==> src/design/csms_pkg.sv <==
// Constants and state types for the clocked serial multi-slave channel
package csms_pkg;

	// Register byte addresses on the Avalon-MM slave
	localparam logic [4:0] CSMS_ADDR_TXBUF = 5'h00;
	localparam logic [4:0] CSMS_ADDR_RXBUF = 5'h04;
	localparam logic [4:0] CSMS_ADDR_BAUD = 5'h08;
	localparam logic [4:0] CSMS_ADDR_CTRL0 = 5'h0c;
	localparam logic [4:0] CSMS_ADDR_CTRL1 = 5'h10;
	localparam logic [4:0] CSMS_ADDR_MODE = 5'h14;

	// Control 0 fields
	localparam int CSMS_C0_SRC_LSB = 0;
	localparam int CSMS_C0_HS_PIN = 2;
	localparam int CSMS_C0_SH_EMPTY = 3;
	localparam int CSMS_C0_HS_DIS = 4;
	localparam int CSMS_C0_DRV_OD = 5;
	localparam int CSMS_C0_CPOL = 6;
	// Control 1 fields
	localparam int CSMS_C1_TE = 0;
	localparam int CSMS_C1_TX_EMPTY = 1;
	localparam int CSMS_C1_RE = 2;
	localparam int CSMS_C1_RX_DONE = 3;
	localparam int CSMS_C1_IRS = 4;
	// Mode register fields
	localparam int CSMS_MD_SMD_LSB = 0;
	localparam int CSMS_MD_CLOCK_SOURCE_SELECT = 3;
	localparam int CSMS_MD_CPHA = 4;
	// Receive buffer overrun flag position
	localparam int CSMS_RB_OVR = 8;

	// Serial mode field value that enables this mode
	localparam logic [2:0] CSMS_MODE_SPECIAL2 = 3'h1;
	// Frame size and bit indices
	localparam int CSMS_FRAME_BITS = 8;
	localparam logic [2:0] CSMS_LAST_BIT = 3'h7;
	localparam logic [2:0] CSMS_OVR_BIT = 3'h6;

	// Divider source selections and prescaler masks
	localparam logic [1:0] CSMS_SRC_F1 = 2'h0;
	localparam logic [1:0] CSMS_SRC_F2 = 2'h1;
	localparam logic [1:0] CSMS_SRC_F8 = 2'h2;
	localparam logic [4:0] CSMS_PRE_F2 = 5'h01;
	localparam logic [4:0] CSMS_PRE_F8 = 5'h07;
	localparam logic [4:0] CSMS_PRE_F32 = 5'h1f;

	// Reset values
	localparam logic [7:0] CSMS_RST_BAUD = 8'h00;
	localparam logic [2:0] CSMS_RST_SMD = 3'h0;

	typedef enum logic [1:0] {
		CSMS_IDLE = 2'b01,
		CSMS_RUN = 2'b10
	} csms_state_type;

	// Whole state of the channel core
	typedef struct packed {
		csms_state_type fsm;
		logic [7:0] tx_buf;
		logic [7:0] tx_sh;
		logic [7:0] rx_sh;
		logic [7:0] rx_buf;
		logic [7:0] baud;
		logic [2:0] smd;
		logic [2:0] bitcnt;
		logic [1:0] src;
		logic tx_empty;
		logic sh_empty;
		logic rx_done;
		logic ovr;
		logic ovr_frm;
		logic te;
		logic re;
		logic irs;
		logic hs_pin;
		logic hs_dis;
		logic drv_od;
		logic cpol;
		logic cpha;
		logic clock_source_select;
		logic txd;
		logic sclk;
		logic sck_s1;
		logic sck_s2;
		logic rxd_s1;
		logic rxd_s2;
		logic lvl_prev;
		logic first;
		logic rx_act;
		logic ack;
		logic [31:0] rdata;
		logic tx_irq;
		logic rx_irq;
	} csms_core_type;

	localparam csms_core_type CSMS_CORE_RST = '{
		fsm: CSMS_IDLE, baud: CSMS_RST_BAUD, smd: CSMS_RST_SMD,
		tx_empty: 1'b1, sh_empty: 1'b1, txd: 1'b1, sclk: 1'b1,
		sck_s1: 1'b1, sck_s2: 1'b1, lvl_prev: 1'b1, default: '0};

	// Prescaler and half-period counter state
	typedef struct packed {
		logic [4:0] pre;
		logic [7:0] cnt;
		logic half;
	} csms_baud_type;

endpackage : csms_pkg

==> src/design/csms_baud_gen.sv <==
// Prescaler and divider that pace the transfer clock in master mode
`timescale 1ns/1ps
`default_nettype none
module csms_baud_gen
	import csms_pkg::*;
(
	// Clock and reset
	input wire logic sys_clk_i,
	input wire logic rst_n_i,
	// Control
	input wire logic run_i,
	input wire logic [1:0] src_i,
	input wire logic [7:0] div_i,
	// Half-period enable pulse
	output logic half_tick_o
);

	csms_baud_type st_q;
	csms_baud_type st_d;
	logic src_tick;

	// Source enable for f1, f2, f8 or f32
	function automatic logic src_sel(input logic [1:0] s, input logic [4:0] p);
		case (s)
			CSMS_SRC_F1: src_sel = 1'b1;
			CSMS_SRC_F2: src_sel = (p & CSMS_PRE_F2) == CSMS_PRE_F2;
			CSMS_SRC_F8: src_sel = (p & CSMS_PRE_F8) == CSMS_PRE_F8;
			default: src_sel = p == CSMS_PRE_F32;
		endcase
	endfunction : src_sel

	assign src_tick = src_sel(src_i, st_q.pre);

	// Half period is div+1 source ticks, so the clock runs at fj/(2(n+1))
	always_comb begin
		st_d = st_q;
		st_d.pre = st_q.pre + 5'h01;
		st_d.half = 1'b0;
		if (!run_i) begin
			st_d.cnt = 8'h00;
		end else if (src_tick) begin
			if (st_q.cnt == div_i) begin
				st_d.cnt = 8'h00;
				st_d.half = 1'b1;
			end else begin
				st_d.cnt = st_q.cnt + 8'h01;
			end
		end
	end

	always_ff @(posedge sys_clk_i) begin
		if (!rst_n_i) begin
			st_q <= '0;
		end else begin
			st_q <= st_d;
		end
	end

	assign half_tick_o = st_q.half;
endmodule : csms_baud_gen
`default_nettype wire

==> src/design/csms_core.sv <==
// Clocked serial channel for one master and several slaves, with Avalon-MM registers
//
// Register access over Avalon-MM and the register addresses were left to the implementer.
`timescale 1ns/1ps
`default_nettype none
module csms_core
	import csms_pkg::*;
#(
	parameter int unsigned CHANNEL = 0
) (
	// Clock and reset
	input wire logic sys_clk_i,
	input wire logic rst_n_i,
	// Avalon-MM slave
	input wire logic [4:0] address_i,
	input wire logic read_i,
	input wire logic write_i,
	input wire logic [3:0] byteenable_i,
	input wire logic [31:0] writedata_i,
	output logic [31:0] readdata_o,
	output logic waitrequest_o,
	// Shared control register bit for channels 0 and 1
	input wire logic shared_irs_i,
	// Transfer clock pin
	input wire logic sclk_i,
	output logic sclk_o,
	output logic sclk_oe_o,
	// Data pins
	input wire logic rxd_i,
	output logic txd_o,
	output logic txd_oe_o,
	// Interrupt requests
	output logic tx_irq_o,
	output logic rx_irq_o
);

	csms_core_type st_q;
	csms_core_type st_d;
	logic half_tick;
	logic mode_on;
	logic master;
	logic running;
	logic irs_eff;
	logic open_drain;
	logic lvl;
	logic samp_e;
	logic drv_e;
	logic fr_done;
	logic load;
	logic bus_req;
	logic wr_en;
	logic wr_tx;

	// Register read mux, zero for unmapped addresses
	function automatic logic [31:0] reg_read(input csms_core_type s, input logic [4:0] a);
		reg_read = 32'h0000_0000;
		case (a)
			CSMS_ADDR_TXBUF: reg_read[7:0] = s.tx_buf;
			CSMS_ADDR_RXBUF: begin
				reg_read[7:0] = s.rx_buf;
				reg_read[CSMS_RB_OVR] = s.ovr;
			end
			CSMS_ADDR_BAUD: reg_read[7:0] = s.baud;
			CSMS_ADDR_CTRL0: begin
				reg_read[CSMS_C0_SRC_LSB +: 2] = s.src;
				reg_read[CSMS_C0_HS_PIN] = s.hs_pin;
				reg_read[CSMS_C0_SH_EMPTY] = s.sh_empty;
				reg_read[CSMS_C0_HS_DIS] = s.hs_dis;
				reg_read[CSMS_C0_DRV_OD] = s.drv_od;
				reg_read[CSMS_C0_CPOL] = s.cpol;
			end
			CSMS_ADDR_CTRL1: begin
				reg_read[CSMS_C1_TE] = s.te;
				reg_read[CSMS_C1_TX_EMPTY] = s.tx_empty;
				reg_read[CSMS_C1_RE] = s.re;
				reg_read[CSMS_C1_RX_DONE] = s.rx_done;
				reg_read[CSMS_C1_IRS] = s.irs;
			end
			CSMS_ADDR_MODE: begin
				reg_read[CSMS_MD_SMD_LSB +: 3] = s.smd;
				reg_read[CSMS_MD_CLOCK_SOURCE_SELECT] = s.clock_source_select;
				reg_read[CSMS_MD_CPHA] = s.cpha;
			end
			default: reg_read = 32'h0000_0000;
		endcase
	endfunction : reg_read

	// Transfer clock pacing, the divider only counts while a master frame runs
	csms_baud_gen u_baud (
		.sys_clk_i(sys_clk_i),
		.rst_n_i(rst_n_i),
		.run_i(running && master),
		.src_i(st_q.src),
		.div_i(st_q.baud),
		.half_tick_o(half_tick)
	);

	// Mode decode and edge detection on the effective transfer clock
	assign mode_on = st_q.smd == CSMS_MODE_SPECIAL2;
	assign master = !st_q.clock_source_select;
	assign running = st_q.fsm == CSMS_RUN;
	assign irs_eff = (CHANNEL == 2) ? st_q.irs : shared_irs_i;
	assign open_drain = (CHANNEL == 2) || st_q.drv_od;
	assign lvl = master ? st_q.sclk : st_q.sck_s2;
	assign samp_e = running && (st_q.cpol ? (!lvl && st_q.lvl_prev) : (lvl && !st_q.lvl_prev));
	assign drv_e = running && (st_q.cpol ? (lvl && !st_q.lvl_prev) : (!lvl && st_q.lvl_prev));
	assign fr_done = samp_e && st_q.bitcnt == CSMS_LAST_BIT;
	// Bus answers on the second edge: one wait cycle, then the access takes effect
	assign bus_req = read_i || write_i;
	assign wr_en = st_q.ack && write_i && byteenable_i[0];
	assign wr_tx = wr_en && address_i == CSMS_ADDR_TXBUF;
	// A buffer write in the same cycle defers the load, so no data is lost
	assign load = mode_on && !running && st_q.te && !st_q.tx_empty && !wr_tx;

	always_comb begin
		st_d = st_q;
		st_d.tx_irq = 1'b0;
		st_d.rx_irq = 1'b0;
		// Pin synchronisers; only the second stage is read
		st_d.sck_s1 = sclk_i;
		st_d.sck_s2 = st_q.sck_s1;
		st_d.rxd_s1 = rxd_i;
		st_d.rxd_s2 = st_q.rxd_s1;
		st_d.lvl_prev = lvl;
		// Bus handshake and registered read data
		st_d.ack = bus_req && !st_q.ack;
		if (bus_req && !st_q.ack) begin
			st_d.rdata = reg_read(st_q, address_i);
		end
		// Software writes and clears come first so hardware sets win
		if (wr_en) begin
			case (address_i)
				CSMS_ADDR_TXBUF: begin
					st_d.tx_buf = writedata_i[7:0];
					st_d.tx_empty = 1'b0;
				end
				CSMS_ADDR_BAUD: st_d.baud = writedata_i[7:0];
				CSMS_ADDR_CTRL0: begin
					st_d.src = writedata_i[CSMS_C0_SRC_LSB +: 2];
					st_d.hs_pin = writedata_i[CSMS_C0_HS_PIN];
					st_d.hs_dis = writedata_i[CSMS_C0_HS_DIS];
					st_d.drv_od = writedata_i[CSMS_C0_DRV_OD];
					st_d.cpol = writedata_i[CSMS_C0_CPOL];
				end
				CSMS_ADDR_CTRL1: begin
					st_d.te = writedata_i[CSMS_C1_TE];
					st_d.re = writedata_i[CSMS_C1_RE];
					st_d.irs = writedata_i[CSMS_C1_IRS];
					// Overrun is cleared by turning reception off
					if (!writedata_i[CSMS_C1_RE]) begin
						st_d.ovr = 1'b0;
					end
				end
				CSMS_ADDR_MODE: begin
					st_d.smd = writedata_i[CSMS_MD_SMD_LSB +: 3];
					st_d.clock_source_select = writedata_i[CSMS_MD_CLOCK_SOURCE_SELECT];
					st_d.cpha = writedata_i[CSMS_MD_CPHA];
				end
				default: st_d.rdata = st_q.rdata;
			endcase
		end
		// Reading the receive buffer clears the completion flag
		if (st_q.ack && read_i && address_i == CSMS_ADDR_RXBUF) begin
			st_d.rx_done = 1'b0;
		end
		// Frame engine
		case (st_q.fsm)
			CSMS_IDLE: begin
				st_d.sclk = !st_q.cpol;
				if (load) begin
					st_d.fsm = CSMS_RUN;
					st_d.tx_empty = 1'b1;
					st_d.sh_empty = 1'b0;
					st_d.rx_act = st_q.re;
					st_d.bitcnt = 3'h0;
					st_d.ovr_frm = 1'b0;
					st_d.tx_irq = !irs_eff;
					// Phase zero presents the first bit before the first edge
					if (!st_q.cpha) begin
						st_d.txd = st_q.tx_buf[7];
						st_d.tx_sh = {st_q.tx_buf[6:0], 1'b0};
						st_d.first = 1'b1;
					end else begin
						st_d.tx_sh = st_q.tx_buf;
						st_d.first = 1'b0;
					end
				end
			end
			CSMS_RUN: begin
				// No toggle at the closing sample, or a fast divider glitches the idle level
				if (master && half_tick && !fr_done) begin
					st_d.sclk = !st_q.sclk;
				end
				if (!mode_on) begin
					st_d.fsm = CSMS_IDLE;
					st_d.sh_empty = 1'b1;
				end else if (drv_e) begin
					if (st_q.first) begin
						st_d.first = 1'b0;
					end else begin
						st_d.txd = st_q.tx_sh[7];
						st_d.tx_sh = {st_q.tx_sh[6:0], 1'b0};
					end
				end else if (samp_e) begin
					st_d.rx_sh = {st_q.rx_sh[6:0], st_q.rxd_s2};
					st_d.bitcnt = st_q.bitcnt + 3'h1;
					if (st_q.rx_act && st_q.bitcnt == CSMS_OVR_BIT && st_q.rx_done) begin
						st_d.ovr = 1'b1;
						st_d.ovr_frm = 1'b1;
					end
					if (fr_done) begin
						st_d.fsm = CSMS_IDLE;
						st_d.sh_empty = 1'b1;
						st_d.tx_irq = irs_eff;
						if (st_q.rx_act) begin
							st_d.rx_buf = {st_q.rx_sh[6:0], st_q.rxd_s2};
							st_d.rx_done = 1'b1;
							st_d.rx_irq = !st_q.ovr_frm;
						end
					end
				end
			end
			default: st_d.fsm = CSMS_IDLE;
		endcase
	end

	always_ff @(posedge sys_clk_i) begin
		if (!rst_n_i) begin
			st_q <= CSMS_CORE_RST;
		end else begin
			st_q <= st_d;
		end
	end

	// Pin drive: open-drain pulls low only, push-pull drives while the mode is on
	assign txd_o = open_drain ? 1'b0 : st_q.txd;
	assign txd_oe_o = mode_on && (open_drain ? !st_q.txd : 1'b1);
	assign sclk_o = st_q.sclk;
	assign sclk_oe_o = mode_on && master;
	assign readdata_o = st_q.rdata;
	assign waitrequest_o = bus_req && !st_q.ack;
	assign tx_irq_o = st_q.tx_irq;
	assign rx_irq_o = st_q.rx_irq;

	// Drive edges seen since the last load, for the frame length check
	logic [3:0] drv_cnt_q;
	always_ff @(posedge sys_clk_i) begin
		if (!rst_n_i || load) begin
			drv_cnt_q <= 4'h0;
		end else if (drv_e) begin
			drv_cnt_q <= drv_cnt_q + 4'h1;
		end
	end
endmodule : csms_core
`default_nettype wire

==> config.mk <==
export PLATFORM = sky130hd
export DESIGN_NAME = csms_core
export DESIGN_NICKNAME = d
export VERILOG_FILES = /design/src/design/csms_pkg.sv /design/src/design/csms_baud_gen.sv /design/src/design/csms_core.sv
export SDC_FILE = /design/constraint.sdc
export NUM_CORES = 1
export LEC_CHECK = 0
export BUFFER_PORTS_ARGS = -buffer_cell sky130_fd_sc_hd__buf_2
export CORE_AREA = 5 5 104 106
export CTS_CLUSTER_DIAMETER = 50
export DETAILED_ROUTE_END_ITERATION = 10
export DIE_AREA = 0 0 109 111
export PLACE_DENSITY = 0.72
export SLEW_MARGIN = 20
export SYNTH_ARGS = -nofsm -noshare
export SYNTH_HDL_FRONTEND = slang
export SYNTH_SLANG_ARGS = --single-unit
==> constraint.sdc <==
create_clock -name sys_clk_i -period 2.4 [get_ports sys_clk_i]
set_clock_uncertainty 0.15 [all_clocks]
set_input_delay 0.12 -clock sys_clk_i [delete_from_list [all_inputs] [get_ports sys_clk_i]]
set_output_delay 0.12 -clock sys_clk_i [all_outputs]
set_load 0.05 [all_outputs]
Word level (Yosys, flattened, before mapping)
Index checks and enable logic that the tools add are counted.
Widths: inputs -> output; s select.
{"block": "word_totals", "reg_bits": 122, "out_inout_bits": 39, "wordCells": 210}
{"block": "op_classes", "n_mux": 74, "n_reduce_logical": 59, "addsub": 3, "bitwise": 7, "eq_ne": 28}
{"op": "$mux 32", "count": 3}
{"op": "$mux 8", "count": 7}
{"op": "$mux 16", "count": 2}
{"op": "$pmux 5 s6", "count": 1}
{"op": "$mux 1", "count": 28}
{"op": "$mux 2", "count": 14}
{"op": "$mux 24", "count": 1}
{"op": "$logic_and 1x1->1", "count": 22}
{"op": "$reduce_and 6->1", "count": 3}
{"op": "$pmux 8 s2", "count": 1}
{"op": "$reduce_and 2->1", "count": 8}
{"op": "$eq 5x5->1 const B", "count": 3}
{"op": "$mux 3", "count": 5}
{"op": "$reduce_and 5->1", "count": 3}
{"op": "$logic_not 1->1", "count": 13}
{"op": "$ne 2x2->1 const B", "count": 6}
{"op": "$reduce_and 4->1", "count": 3}
{"op": "$eq 5x4->1 const B", "count": 2}
{"op": "$eq 3x3->1 const B", "count": 3}
{"op": "$add 8x1->8 const B", "count": 1}
{"op": "$eq 8x8->1", "count": 1}
{"op": "$mux 4", "count": 2}
{"op": "$ne 2x1->1 const B", "count": 4}
{"op": "$pmux 1 s2", "count": 4}
{"op": "20 further kinds", "count": 31}

Depth between registers and ports, before layout
{"block": "depth", "word_depth": 11, "depth_mapped": 8, "ltp_nobuf": 8}

Hierarchy
From an unflattened synthesis, not the netlist that was laid out.
{"block": "unflattened", "hier_cells": 555, "area_unflattened_um2": 4819.6}
{"mod": "csms_core", "seq_area_each_um2": 1681.6, "cells_per_inst": 482, "area_per_inst_um2": 4093.9, "n_inst": 1}
{"mod": "csms_baud_gen", "seq_area_each_um2": 280.3, "cells_per_inst": 73, "area_per_inst_um2": 725.7, "n_inst": 1}

Least setup slack after synthesis
OpenSTA, ideal clock, no wires.
{"block": "synth_timing", "path_kind": "reg2reg", "startpoint": "register st_q (netlist bit sclk_o)", "endpoint": "register st_q (netlist bit rx_irq_o)", "path_slack_ns": 0.268, "path_stages_with_launch": 6, "arrival_time_ns": 1.902, "path_buffers": 1, "t_required_ns": 2.170, "setup_time_ns": 0.080, "period_less_slack_ns": 2.132, "path_cell_list": "dfxtp_1 -> mux2_2 -> mux2i_1 -> nand4_1 -> clkbuf_1 -> nor3b_1"}
{"block": "synth_via", "elab_chain_cells": 8}
{"element": "start: declaration", "line": "csms_core.sv:37", "rtl": "csms_core_type st_q;"}
{"element": "start signal: assignment", "line": "csms_core.sv:231", "rtl": "st_q <= st_d;"}
{"element": "$mux 1 *", "line": "csms_core.sv:104", "rtl": "assign lvl = master ? st_q.sclk : st_q.sck_s2;"}
{"element": "$logic_not 1->1", "line": "csms_core.sv:105, csms_core.sv:106"}
{"element": "$logic_and 1x1->1", "line": "csms_core.sv:105, csms_core.sv:106"}
{"element": "$mux 1", "line": "csms_core.sv:105", "rtl": "assign samp_e = running && (st_q.cpol ? (!lvl && st_q.lvl_prev) : (lvl && !st_q.lvl_prev));"}
{"element": "$logic_and 1x1->1", "line": "csms_core.sv:105"}
{"element": "$logic_and 1x1->1", "line": "csms_core.sv:107", "rtl": "assign fr_done = samp_e && st_q.bitcnt == CSMS_LAST_BIT;"}
{"element": "$not 1->1 (no source line)"}
{"element": "$reduce_or 7->1 (no source line) *"}
Mark *: on every way between the ends. The rest lies on a longest branch, timed or not.
A chain may end at the register's enable or synchronous reset.

Worst setup path in the final report
{"block": "layout_timing", "startpoint": "register st_q[63] (netlist name)", "endpoint": "register st_q[61] (netlist name)"}
{"block": "layout_via", "elab_chain_cells": 7}
{"element": "$eq 3x1->1 *", "line": "csms_core.sv:99", "rtl": "assign mode_on = st_q.smd == CSMS_MODE_SPECIAL2;"}
{"element": "$logic_and 1x1->1 (4 in series)", "line": "csms_core.sv:113", "rtl": "assign load = mode_on && !running && st_q.te && !st_q.tx_empty && !wr_tx;"}
{"element": "$ne 2x2->1 (no source line)"}
{"element": "$reduce_and 5->1 (no source line) *"}
Marks and branches as above.

==> summary.log <==
[grt] Overall Global Routing Usage 19.0%
[critical_path] delay contributed by the slowest stage of the critical path 0.44 ns
[sta] top achievable clock speed 469 MHz
[placement] post-placement worst setup slack 0.149 ns
[final_layout] most common library cell in the layout ignoring fill and taps sky130_fd_sc_hd__dfxtp_1
[yosys] count of mapped cells out of synthesis 552
[critical_path] arrival time worst endpoint 2.28 ns
[clock_tree] cts bufs inserted 9
[sta] final critical-path required period 2.13 ns
[placement] Final HPWL DP 8180 um
[pwr] leakage power 2.00 nW
[sta] period utilisation layout 88.9%
[yosys] number of register bits inferred by synthesis 98
[grt] via count of the first global-routing pass 3715
[final_layout] final core occ 54.5%
[job] max-cap check violation count 0
[yosys] Unique masters post-synth 46
[placement] routability-driven placement congestion ratio 0.923
[grt] number of antenna violations at the first check in global routing 0
[clock_tree] CTS sink cnt 98
[critical_path] startpoint-to-endpoint class of the critical path reg -> reg
[yosys] Synth Cell Area 4760 um^2
[critical_path] Critical Path Fanout Max 6
[drt] total detailed-routing wirelength 11100 um
[placement] cell area after placement 4950 um^2
[clock_tree] clock insertion delay at the later pin of the skew report 0.37 ns
[drt] post-route ant nets 0
[final_layout] ratio of cells with drive above 1 in the final layout 13.1%
[sta] endpoints failing hold 0
[drt] per-cell via count in the routed design 5.41
[clock_tree] TritonCTS clock tree yes
[sta] unrepaired setup endpoints after global routing no
[yosys] count of synthesis-stage warnings from yosys 0
[sta] count of pins over their slew limit 0
[min_path] type of the tightest min-delay check in -> reg
[drt] drt pass-1 iters 5
[pwr] Peak VDD IR 268 uV
[status] result of the run complete, no violations
[critical_path] slowest CP cell sky130_fd_sc_hd__or3b_4
[grt] wire length of the first global-routing pass 18300 um
[yosys] post-synthesis area per instance 8.62 um^2
[final_layout] most used cells in the layout excluding fill and tap cells 98 x sky130_fd_sc_hd__dfxtp_1, 82 x sky130_fd_sc_hd__nand2_1, 48 x sky130_fd_sc_hd__nand3_1, 36 x sky130_fd_sc_hd__buf_2, 35 x sky130_fd_sc_hd__a21boi_0
[final_layout] number of filler instances in the final layout 890
[critical_path] Crit. End Element flip-flop
[critical_path] endpoint required time on the critical path 2.54 ns
[final_layout] # nets final 641
[floorplan] starting density of the core 49.1%
[sta] setup_tns 0 ns
[clock_tree] Clock Pin Slew Worst Setup and Hold Paths 0.10 ns
[floorplan] width of the chip 109 um
[clock_tree] H-tree levels 3
[sta] final number of setup-violating endpoints 0
[sta] setup slack of the critical path after layout 0.266 ns
[sta] measured slew at the worst slew-check pin 0.641 ns
[grt] aggregate global routing overflow 0
[pwr] ratio of total power to cell area 569 nW/um^2
[drt] drt drc 0
[clock_tree] Clock Tree Root sky130_fd_sc_hd__clkbuf_8
[yosys] number of enable flip-flop cells after synthesis 0
[floorplan] die extent in y 111 um
[yosys] post-synthesis sequential area ratio 41.2%
[floorplan] core region area 9680 um^2
[floorplan] die outline area 12100 um^2
[yosys] Synth Flop Type sky130_fd_sc_hd__dfxtp_1
[drt] number of DRC markers after the initial detailed-route iteration 240
[grt] pin count of the biggest net entering global routing 40
[final_layout] antenna cells 0
[critical_path] Worst Setup Start Kind flip-flop
[pwr] total power 3.00 mW
[placement] # port buffers 36
[floorplan] total number of placement rows 36
[floorplan] total I/O pin count 87
[final_layout] synth-to-layout area growth 10.9%
[final_layout] cell area after layout 5280 um^2
[critical_path] critical-path cell list or3b_4, nor4b_4, a21oi_2, nor2_1, mux2i_1
[drt] via count 3904
[sta] worst slew margin relative to its limit 57.3%
[yosys] fraction of registers with async set or reset after synthesis 0%
[drt] average wire length per cell after detail routing 15.4 um
[clock_tree] Longest Clk Path Bufs 2
==> synth_stat cells, types with 2 or more instances <==
master / instances / area, um^2
sky130_fd_sc_hd__clkbuf_1: 30 / 113
sky130_fd_sc_hd__nand2b_1: 2 / 12.5
sky130_fd_sc_hd__ha_1: 9 / 113
sky130_fd_sc_hd__o21ai_0: 27 / 135
sky130_fd_sc_hd__nand3_1: 48 / 240
sky130_fd_sc_hd__o2bb2ai_1: 8 / 70.1
sky130_fd_sc_hd__nand4_1: 6 / 37.5
sky130_fd_sc_hd__mux2_2: 2 / 22.5
sky130_fd_sc_hd__dfxtp_1: 98 / 1960
sky130_fd_sc_hd__buf_2: 2 / 10.0
sky130_fd_sc_hd__buf_4: 32 / 240
sky130_fd_sc_hd__nor4_1: 4 / 25.0
sky130_fd_sc_hd__nor2_1: 19 / 71.3
sky130_fd_sc_hd__and3_1: 10 / 62.6
sky130_fd_sc_hd__and2_1: 10 / 62.6
sky130_fd_sc_hd__xor2_1: 11 / 96.3
sky130_fd_sc_hd__nor2b_1: 18 / 113
sky130_fd_sc_hd__nand2_1: 82 / 308
sky130_fd_sc_hd__o21a_1: 2 / 15.0
sky130_fd_sc_hd__o31a_1: 2 / 17.5
sky130_fd_sc_hd__nor3_1: 2 / 10.0
sky130_fd_sc_hd__a22oi_1: 5 / 37.5
sky130_fd_sc_hd__or2_2: 2 / 12.5
sky130_fd_sc_hd__a21boi_0: 35 / 263
sky130_fd_sc_hd__nor3b_1: 3 / 22.5
sky130_fd_sc_hd__a221oi_1: 7 / 61.3
sky130_fd_sc_hd__a21oi_1: 15 / 75.1
sky130_fd_sc_hd__inv_1: 7 / 26.3
sky130_fd_sc_hd__xnor2_1: 5 / 43.8
sky130_fd_sc_hd__mux2i_1: 33 / 330
==> critical path, delay by kind of cell (launching register included) <==
family	cells	cell delay [ns]
DFF	1	0.38
muxes	1	0.23
AOI/OAI and AO/OA	1	0.17
and+or+nand+nor	3	1.13
==> final cells by class <==
cell class / instances / area (um^2) / share of cell area (%)
Multi-Input combinational cell: 404 / 2490 / 47.2
Inverter: 8 / 30.0 / 0.569
Timing Repair Buffer: 63 / 425 / 8.06
Sequential cell: 98 / 1960 / 37.2
Clock inverter: 6 / 65.1 / 1.23
Clock buffer: 10 / 138 / 2.61
Tap cell: 133 / 166 / 3.15
==> timing repair <==
| action | CTS | global route |
|---|---|---|
| buffers inserted | 0 | 0 |
| hold buffers | 12 | 0 |
| hold endpoints to repair | 34 | 0 |
| resized for setup | 0 | 1 |
| endpoints found under the setup margin | 0 | 8 |
==> registers in the layout (all words and copies together) (netlist names) <==
signal and flops:
sclk_o 1, u_baud.half_tick_o 1, tx_irq_o 1, st_d 2, readdata_o 9, rx_irq_o 1
st_q 69, u_baud.st_q 13, open_drain 1
==> through the flow <==
stage | cells | hold slack (ns)
final | 722 | 0.0796
after global routing | 722 | 0.144
after CTS | 722 | 0.0841
after detailed placement | 694 | 0.157
after global placement | 694 | 0.152
after floorplan | 574 | 0.0715
==> final timing paths <==
| kind | from | to | slack [ns] | cells after the start |
|---|---|---|---|---|
| setup / recovery | st_q[63] | st_q[61] | 0.27 | 5 |
| setup reg to reg | st_q[63] | st_q[61] | 0.27 | 5 |
| hold / removal | address_i[2] | readdata_o[6] | 0.08 | 4 |
| hold reg to reg | st_d[40] | st_q[40] | 0.26 | 1 |
==> power by group <==
part / switching (mW) / leakage (nW) / internal, mW
clock: 0.579 / 0.103 / 0.512
sequential: 0.00834 / 0.792 / 1.64
combinational: 0.194 / 1.10 / 0.0670
total: 0.782 / 2.00 / 2.22
==> metal layers <==
| layer | track usage [%] | routed length (um) | up-vias |
|---|---|---|---|
| met5 | 0 | 0 | - |
| met4 | 8.67 | 355 | 0 |
| met3 | 2.85 | 728 | 25 |
| met2 | 29.0 | 5060 | 138 |
| met1 | 26.2 | 4980 | 1819 |
| li1 | - | - | 1922 |
==> cell families (layout without fill, tap and decap cells) <==
kind of cell / after synthesis / count (layout) / synth area share (%)
AND/OR/NAND/NOR: 214 / 214 / 22.4
AO/OA/AOI/OAI: 107 / 107 / 15.3
flip-flops: 98 / 98 / 41.2
buffers and inverters: 72 / 87 / 8.25
multiplexers: 35 / 35 / 7.41
XOR/XNOR: 16 / 16 / 2.94
adder cells (fa/ha/maj): 9 / 9 / 2.37
other: 1 / 23 / 0.0788
Note: power is estimated with default switching activity, not from simulation.
